--- config.mk ---
export PLATFORM = sky130hd
export DESIGN_NAME = cbsc_ctrl
export DESIGN_NICKNAME = d
export VERILOG_FILES = /design/src/hdl/cbsc_pkg.sv /design/src/hdl/cbsc_decode.sv /design/src/hdl/cbsc_ctrl.sv
export SDC_FILE = /design/constraint.sdc
export NUM_CORES = 1
export LEC_CHECK = 0
export BUFFER_PORTS_ARGS = -buffer_cell sky130_fd_sc_hd__buf_2
export CORE_UTILIZATION = 25
export DETAILED_ROUTE_END_ITERATION = 10
export GPL_TIMING_DRIVEN = 1
export PLACE_DENSITY = 0.52
export SLEW_MARGIN = 20
export SYNTH_ARGS = -nofsm -noshare
export SYNTH_HDL_FRONTEND = slang
export SYNTH_HIERARCHICAL = 1
export SYNTH_SLANG_ARGS = --single-unit
--- constraint.sdc ---
create_clock -name i_clk -period 2.43 [get_ports i_clk]
set_input_delay 0.486 -clock i_clk [delete_from_list [all_inputs] [get_ports i_clk]]
set_output_delay 0.486 -clock i_clk [all_outputs]
set_load 0.02 [all_outputs]
--- src/hdl/cbsc_pkg.sv ---
// Constants and types for the conditional branch, skip and control decoder
package cbsc_pkg;
	// Instruction kinds presented by the fetch stage
	typedef enum logic [3:0] {
		CBSC_OP_NOP = 4'h0,
		CBSC_OP_BIT_CLEAR = 4'h1,
		CBSC_OP_TEST_CLEAR = 4'h2,
		CBSC_OP_SKIP_CARRY = 4'h3,
		CBSC_OP_SKIP_NO_CARRY = 4'h4,
		CBSC_OP_SKIP_ZERO = 4'h5,
		CBSC_OP_SKIP_NONZERO = 4'h6,
		CBSC_OP_SKIP_HIGHER = 4'h7,
		CBSC_OP_SKIP_NOT_HIGHER = 4'h8,
		CBSC_OP_BANK_SELECT = 4'h9,
		CBSC_OP_INT_UNMASK = 4'ha,
		CBSC_OP_INT_MASK = 4'hb,
		CBSC_OP_HALT = 4'hc,
		CBSC_OP_STOP = 4'hd
	} cbsc_op_t;

	// Bit operand forms
	typedef enum logic [2:0] {
		CBSC_SRC_SADDR = 3'h0,
		CBSC_SRC_SFR = 3'h1,
		CBSC_SRC_ACC = 3'h2,
		CBSC_SRC_PSW = 3'h3,
		CBSC_SRC_PTR = 3'h4,
		CBSC_SRC_SEG_PTR = 3'h5
	} cbsc_src_t;

	// Standby request
	typedef enum logic [1:0] {
		CBSC_SBY_NONE = 2'h0,
		CBSC_SBY_HALT = 2'h1,
		CBSC_SBY_STOP = 2'h2
	} cbsc_sby_t;

	// Issued instruction
	typedef struct packed {
		cbsc_op_t op;
		cbsc_src_t src;
		logic bit_val;
		logic code_flash;
		logic [7:0] disp;
		logic [1:0] bank;
		logic [19:0] pc;
	} cbsc_instr_t;

	// Outcome of one instruction
	typedef struct packed {
		logic [19:0] next_pc;
		logic taken;
		logic skip;
		logic clear_bit;
		logic [3:0] clocks;
		logic [2:0] length;
	} cbsc_result_t;

	localparam logic [2:0] CBSC_LEN_1 = 3'h1;
	localparam logic [2:0] CBSC_LEN_2 = 3'h2;
	localparam logic [2:0] CBSC_LEN_3 = 3'h3;
	localparam logic [2:0] CBSC_LEN_4 = 3'h4;
	localparam logic [3:0] CBSC_CLK_1 = 4'h1;
	localparam logic [3:0] CBSC_CLK_3 = 4'h3;
	localparam logic [3:0] CBSC_CLK_4 = 4'h4;
	localparam logic [3:0] CBSC_CLK_5 = 4'h5;
	localparam logic [3:0] CBSC_CLK_6 = 4'h6;
	localparam logic [3:0] CBSC_CLK_7 = 4'h7;
	localparam logic [3:0] CBSC_CLK_8 = 4'h8;
	localparam logic [1:0] CBSC_BANK_RESET = 2'h0;
	localparam logic CBSC_IE_RESET = 1'b0;
	localparam int CBSC_PC_W = 20;
endpackage

--- src/hdl/cbsc_decode.sv ---
// Combinational outcome: condition, target, length and clock count
`timescale 1ns/1ps
module cbsc_decode (
	input wire cbsc_pkg::cbsc_instr_t i_instr,
	input wire logic i_carry_flag,
	input wire logic i_zero_flag,
	output cbsc_pkg::cbsc_result_t o_result
);
	// Clock count for a bit branch: taken first, untaken second
	function automatic logic [3:0] bit_clocks(input cbsc_pkg::cbsc_src_t src, input logic fl,
		input logic tk);
		logic [3:0] c;
		c = tk ? cbsc_pkg::CBSC_CLK_5 : cbsc_pkg::CBSC_CLK_3;
		if (src == cbsc_pkg::CBSC_SRC_PTR && fl)
			c = tk ? cbsc_pkg::CBSC_CLK_7 : cbsc_pkg::CBSC_CLK_6;
		else if (src == cbsc_pkg::CBSC_SRC_SEG_PTR && fl)
			c = tk ? cbsc_pkg::CBSC_CLK_8 : cbsc_pkg::CBSC_CLK_7;
		else if (src == cbsc_pkg::CBSC_SRC_SEG_PTR)
			c = tk ? cbsc_pkg::CBSC_CLK_6 : cbsc_pkg::CBSC_CLK_4;
		return c;
	endfunction

	// Byte length of a bit branch form
	function automatic logic [2:0] bit_length(input cbsc_pkg::cbsc_src_t src);
		if (src == cbsc_pkg::CBSC_SRC_ACC || src == cbsc_pkg::CBSC_SRC_PTR)
			return cbsc_pkg::CBSC_LEN_3;
		return cbsc_pkg::CBSC_LEN_4;
	endfunction

	logic [19:0] fall_pc;
	logic [19:0] jump_pc;

	// Outcome per instruction kind
	always_comb
	begin
		o_result = '0;
		o_result.length = cbsc_pkg::CBSC_LEN_2;
		o_result.clocks = cbsc_pkg::CBSC_CLK_1;
		fall_pc = '0;
		jump_pc = '0;
		case (i_instr.op)
			cbsc_pkg::CBSC_OP_BIT_CLEAR,
			cbsc_pkg::CBSC_OP_TEST_CLEAR:
			begin
				o_result.length = bit_length(i_instr.src);
				if (i_instr.op == cbsc_pkg::CBSC_OP_BIT_CLEAR)
					o_result.taken = ~i_instr.bit_val;
				else
					o_result.taken = i_instr.bit_val;
				o_result.clear_bit = o_result.taken && i_instr.op == cbsc_pkg::CBSC_OP_TEST_CLEAR;
				o_result.clocks = bit_clocks(i_instr.src, i_instr.code_flash, o_result.taken);
				fall_pc = i_instr.pc + {17'h0_0000, o_result.length};
				jump_pc = fall_pc + {{12{i_instr.disp[7]}}, i_instr.disp};
			end
			cbsc_pkg::CBSC_OP_SKIP_CARRY: o_result.skip = i_carry_flag;
			cbsc_pkg::CBSC_OP_SKIP_NO_CARRY: o_result.skip = ~i_carry_flag;
			cbsc_pkg::CBSC_OP_SKIP_ZERO: o_result.skip = i_zero_flag;
			cbsc_pkg::CBSC_OP_SKIP_NONZERO: o_result.skip = ~i_zero_flag;
			cbsc_pkg::CBSC_OP_SKIP_HIGHER: o_result.skip = ~(i_zero_flag | i_carry_flag);
			cbsc_pkg::CBSC_OP_SKIP_NOT_HIGHER: o_result.skip = i_zero_flag | i_carry_flag;
			cbsc_pkg::CBSC_OP_BANK_SELECT: o_result.clocks = cbsc_pkg::CBSC_CLK_1;
			cbsc_pkg::CBSC_OP_INT_UNMASK,
			cbsc_pkg::CBSC_OP_INT_MASK:
			begin
				o_result.length = cbsc_pkg::CBSC_LEN_3;
				o_result.clocks = cbsc_pkg::CBSC_CLK_4;
			end
			cbsc_pkg::CBSC_OP_HALT,
			cbsc_pkg::CBSC_OP_STOP: o_result.clocks = cbsc_pkg::CBSC_CLK_3;
			cbsc_pkg::CBSC_OP_NOP: o_result.length = cbsc_pkg::CBSC_LEN_1;
			default: o_result.length = cbsc_pkg::CBSC_LEN_1;
		endcase
		if (i_instr.op != cbsc_pkg::CBSC_OP_BIT_CLEAR && i_instr.op != cbsc_pkg::CBSC_OP_TEST_CLEAR)
			fall_pc = i_instr.pc + {17'h0_0000, o_result.length};
		o_result.next_pc = o_result.taken ? jump_pc : fall_pc;
	end
endmodule

--- src/hdl/cbsc_ctrl.sv ---
// Executes branch, skip, bank, interrupt and standby instructions
`timescale 1ns/1ps
module cbsc_ctrl (
	input wire logic i_clk,
	input wire logic i_nrst,
	input wire logic i_valid,
	input wire cbsc_pkg::cbsc_instr_t i_instr,
	input wire logic i_carry_flag,
	input wire logic i_zero_flag,
	input wire logic i_wake,
	output logic o_ready,
	output logic o_done,
	output logic [19:0] o_next_pc,
	output logic o_skip_next,
	output logic o_clear_bit,
	output logic [1:0] o_register_bank_select,
	output logic o_interrupt_enable_flag,
	output cbsc_pkg::cbsc_sby_t o_standby
);
	// Sequencer states, Gray along idle, busy, sleep
	typedef enum logic [1:0] {
		CBSC_ST_IDLE = 2'b00,
		CBSC_ST_BUSY = 2'b01,
		CBSC_ST_SLEEP = 2'b11
	} cbsc_state_t;

	// Decoded outcome, then registered state and its next values
	cbsc_pkg::cbsc_result_t res;
	cbsc_state_t state;
	cbsc_state_t next_state;
	logic [3:0] count;
	logic [3:0] next_count;
	logic ready;
	logic next_ready;
	logic done;
	logic next_done;
	logic [19:0] pc;
	logic [19:0] next_pc;
	logic skip;
	logic next_skip;
	logic clr;
	logic next_clr;
	logic [1:0] bank;
	logic [1:0] next_bank;
	logic ie;
	logic next_ie;
	cbsc_pkg::cbsc_sby_t sby;
	cbsc_pkg::cbsc_sby_t next_sby;
	cbsc_pkg::cbsc_sby_t held_sby;
	cbsc_pkg::cbsc_sby_t next_held_sby;
	// Wake filter state
	logic [2:0] wake_sync;
	logic [2:0] next_wake_sync;
	logic wake;
	logic next_wake;

	// Outcome of the presented instruction
	cbsc_decode u_decode (
		.i_instr(i_instr),
		.i_carry_flag(i_carry_flag),
		.i_zero_flag(i_zero_flag),
		.o_result(res)
	);

	// Wake filter: wake may come from outside this clock, so three stages
	// A change counts only once stages two and three agree
	always_comb
	begin
		next_wake_sync = {wake_sync[1:0], i_wake}; // Stage one only feeds stage two
		next_wake = wake;
		if (wake_sync[1] == wake_sync[2])
			next_wake = wake_sync[1];
	end

	// Wake filter registers
	always_ff @(posedge i_clk or negedge i_nrst)
	begin
		if (!i_nrst)
		begin
			wake_sync <= 3'h0;
			wake <= 1'b0;
		end
		else
		begin
			wake_sync <= next_wake_sync;
			wake <= next_wake;
		end
	end

	// Sequencer: accept, count clocks, retire, enter standby
	always_comb
	begin
		next_state = state;
		next_count = count;
		next_ready = ready;
		next_done = 1'b0;
		next_pc = pc;
		next_skip = skip;
		next_clr = clr;
		next_bank = bank;
		next_ie = ie;
		next_sby = sby;
		next_held_sby = held_sby;
		case (state)
			CBSC_ST_IDLE:
			begin
				if (i_valid)
				begin
					next_pc = res.next_pc;
					next_skip = res.skip;
					next_clr = res.clear_bit;
					next_held_sby = cbsc_pkg::CBSC_SBY_NONE;
					case (i_instr.op)
						cbsc_pkg::CBSC_OP_BANK_SELECT: next_bank = i_instr.bank;
						cbsc_pkg::CBSC_OP_INT_UNMASK: next_ie = 1'b1;
						cbsc_pkg::CBSC_OP_INT_MASK: next_ie = 1'b0;
						cbsc_pkg::CBSC_OP_HALT: next_held_sby = cbsc_pkg::CBSC_SBY_HALT;
						cbsc_pkg::CBSC_OP_STOP: next_held_sby = cbsc_pkg::CBSC_SBY_STOP;
						default: next_held_sby = cbsc_pkg::CBSC_SBY_NONE;
					endcase
					if (res.clocks == cbsc_pkg::CBSC_CLK_1)
						next_done = 1'b1;
					else
					begin
						next_ready = 1'b0;
						next_count = res.clocks - cbsc_pkg::CBSC_CLK_1;
						next_state = CBSC_ST_BUSY;
					end
				end
			end
			CBSC_ST_BUSY:
			begin
				next_count = count - cbsc_pkg::CBSC_CLK_1;
				if (count == cbsc_pkg::CBSC_CLK_1)
				begin
					next_done = 1'b1;
					if (held_sby != cbsc_pkg::CBSC_SBY_NONE)
					begin
						next_sby = held_sby;
						next_state = CBSC_ST_SLEEP;
					end
					else
					begin
						next_ready = 1'b1;
						next_state = CBSC_ST_IDLE;
					end
				end
			end
			CBSC_ST_SLEEP:
			begin
				// Stays asleep until the filtered wake is seen
				if (wake)
				begin
					next_sby = cbsc_pkg::CBSC_SBY_NONE;
					next_ready = 1'b1;
					next_state = CBSC_ST_IDLE;
				end
			end
			default:
			begin
				next_state = CBSC_ST_IDLE;
				next_ready = 1'b1;
			end
		endcase
	end

	// State registers
	always_ff @(posedge i_clk or negedge i_nrst)
	begin
		if (!i_nrst)
		begin
			state <= CBSC_ST_IDLE;
			count <= 4'h0;
			ready <= 1'b1;
			done <= 1'b0;
			pc <= 20'h0_0000;
			skip <= 1'b0;
			clr <= 1'b0;
			bank <= cbsc_pkg::CBSC_BANK_RESET;
			ie <= cbsc_pkg::CBSC_IE_RESET;
			sby <= cbsc_pkg::CBSC_SBY_NONE;
			held_sby <= cbsc_pkg::CBSC_SBY_NONE;
		end
		else
		begin
			state <= next_state;
			count <= next_count;
			ready <= next_ready;
			done <= next_done;
			pc <= next_pc;
			skip <= next_skip;
			clr <= next_clr;
			bank <= next_bank;
			ie <= next_ie;
			sby <= next_sby;
			held_sby <= next_held_sby;
		end
	end

	// Outputs straight from registers
	assign o_ready = ready;
	assign o_done = done;
	assign o_next_pc = pc;
	assign o_skip_next = skip;
	assign o_clear_bit = clr;
	assign o_register_bank_select = bank;
	assign o_interrupt_enable_flag = ie;
	assign o_standby = sby;
endmodule

==> flow_metrics.tcl <==
set metrics [dict create \
    routed_wl_mm 15.4 \
    grt_first_pass_wirelength_mm 24.6 \
    syn-cell-area_um2 4340 \
    cts_max_path_buffers 2 \
    first_pass_iters 4 \
    worst_slew_pin_slew_ps 607 \
    finClkSkew_ps 12.4 \
    start_util 0.259 \
    syn_to_final_growth_pct 56.8 \
    ioPinCount 74 \
    avgRoutedWirePerCell_um 15.5 \
    diodes 0 \
    rrSetupSlack_ps 730 \
    dieWidth_um 134 \
    drt_iter0_drc 158 \
    p_per_area_nw_per_um2 615 \
    finalMaxSlewViolations 0 \
    peakVddDrop_mv 0.542 \
    cp-endpoint "o_next_pc[7]" \
    path_clk_slew_ps 70 \
    placedCellCount 963 \
    numCtsBuffers 5 \
    vias 4756 \
    ant_nets 0 \
    rsz0062_at_grt "true" \
    regToRegEndpoint "state[1]" \
    avgViaCountPerCell 4.78 \
    die_area_um2 17900 \
    ys_seq_area_frac 0.237 \
    h-tree-depth 2 \
    yosys.area.top_type_share 0.230 \
    arrival_ps 3830 \
    drive_gt1_frac 0.457 \
    cp-end-kind "flip-flop" \
    clock.fmax_ghz 0.274 \
    path_max_fanout 4 \
    synth-seq-cells 41 \
    violations "setup timing" \
    grt_util_all_layers 0.172 \
    antenna_found_initial 0 \
    status "finished, violations left" \
    clkSinkCount 41 \
    cts_hold_buffers 0 \
    period_share 1.50 \
    post_dp_cell_area_um2 6080 \
    synthDistinctLibCells 78 \
    r2r_start "state[1]" \
    synth_area_per_cell_um2 7.85 \
    synth-edff-count 0 \
    r2r_cells 4 \
    slew_headroom 0.596 \
    rows 47 \
    drcViolationCount 0 \
    finalNetCount 854 \
    synthFlopType "dfrtp_1" \
    start_kind "input pin" \
    setup_viol_count_final 25 \
    startpoint "i_instr[33]" \
    layout_commonest_cell "buf_4" \
    criticalPathCategory "input pin to flip-flop" \
    period_needed_ps 3650 \
    core_um2 16800 \
    synthArstFlopShare 1.00 \
    power_leakage_nw 3.28 \
    yosysTopAreaCell "dfrtp_1" \
    instances_no_fill 996 \
    syn_inst 553 \
    cap_viol_max_count 0 \
    die_y_um 134 \
    grt.overflow.total 0 \
    globalplace.congestion 0.871 \
    hold_viol_final 0 \
    root_buffer "clkbuf_16" \
    synth.area.top_cells "dfrtp_1, nand2_1, ha_1, xnor2_1, xor2_1" \
    synth_fp_nets 632 \
    fin_area_um2 6810 \
    worst_slack_ps -1220 \
    final_cell_mix "buf_4, nand2_1, buf_2" \
    dp_hpwl_mm 12.2 \
    portBuffers 73 \
    ys_warn_count 6 \
    hp-class "input pin to async pin" \
    tritoncts "yes" \
    worstPathRequired_ps 2610 \
    grt_pass1_vias 5022 \
    grt_max_degree 28 \
    clk_latency_ps 290 \
]
==> stage by stage <==
step / setup TNS, ps / setup WS [ps] / hold slack, ps / total power (W) / utilization
final: -18740 / -1220 / 192 / 0.00419 / 0.406
after global routing: -22540 / -1360 / 240 / 0.00449 / 0.406
after CTS: -18170 / -1140 / 220 / 0.00405 / 0.387
after detailed placement: -27800 / -1500 / 342 / 0.00330 / 0.363
after global placement: -26290 / -1460 / 340 / 0.00325 / 0.363
after floorplan: -17910 / -1190 / 190 / 0.00246 / -
==> worst min-delay path by stage <==
stage | from | end
3_5_place_dp | wake_sync[0] | wake_sync[1]
2_1_floorplan | i_nrst | count[0]
5_1_grt | i_nrst | o_register_bank_select[0]
6_report | i_nrst | count[1]
3_3_place_gp | wake_sync[0] | wake_sync[1]
4_1_cts | i_nrst | o_register_bank_select[0]
==> final cells by class <==
cell class | instances | area [um^2]
Fill cell | 1733 | 9950
Multi-Input combinational cell | 462 | 3540
Timing Repair Buffer | 244 | 1750
Sequential cell | 41 | 1030
Tap cell | 220 | 275
Clock buffer | 7 | 133
Inverter | 21 | 78.8
Clock inverter | 1 | 5.00
==> cells by family after synthesis <==
| logic type | synth area share |
|---|---|
| simple gates | 0.254 |
| compound gates | 0.209 |
| xor+xnor | 0.113 |
| buf+inv | 0.0536 |
| flops | 0.237 |
| fa+ha+maj | 0.108 |
| mux | 0.0271 |
==> metal layers <==
metal | part of all wire | global-route usage | vias to the layer above | wire, um
met4 | 0.024 | 0.0581 | 0 | 375
met3 | 0.024 | 0.0163 | 26 | 366
met2 | 0.49 | 0.303 | 88 | 7560
met1 | 0.46 | 0.218 | 2264 | 7120
li1 | - | - | 2378 | -
met5 | 0 | 0 | - | 0
==> cell usage after synthesis, drive strengths merged, types with 10 or more instances <==
master,n
nand2,117
dfrtp,40
nor2,37
o21ai,36
xnor2,34
a21oi,33
ha,31
inv,21
xor2,21
clkbuf,20
a21o,14
nand3,14
a31oi,12
nand4,10
==> report_power, final <==
part           leakage, nW  switching [W]  internal [W]
Sequential           0.513       0.000246      0.000949
Clock               0.0679       0.000264      0.000380
Combinational         2.70        0.00127       0.00108
Total                 3.28        0.00178       0.00241
==> worst max-delay path: stages <==
cell,delay [ps]
buf_8,100
xor2_2,130
nor2b_4,210
ha_4,150
inv_2,30
fa_2,370
inv_2,100
a21o_1,170
nand2_1,90
xnor2_1,200
ha_1,290
and2_4,180
a221oi_2,250
o21ai_2,130
buf_4,150
buf_6,120
a21o_2,190
a21oi_2,120
xor2_1,170
o21ai_1,80
nand2_1,60
nand2_1,40
==> state kept, by name, indices dropped and copies added (netlist names) <==
name / cells
held_sby: 2
o_next_pc: 20
wake_sync: 3
count: 4
state: 2
o_register_bank_select: 2
o_ready: 1
o_interrupt_enable_flag: 1
wake: 1
o_done: 1
o_skip_next: 1
o_standby: 2
o_clear_bit: 1
==> repair_timing <==
item                                   CTS  global route
buffers inserted                        12            14
gates resized for setup                 41            49
endpoints found under the hold margin    0             0
pin swaps                               34            48
setup endpoints to repair               25            26
No activity file was read; power rests on OpenSTA's default activity.
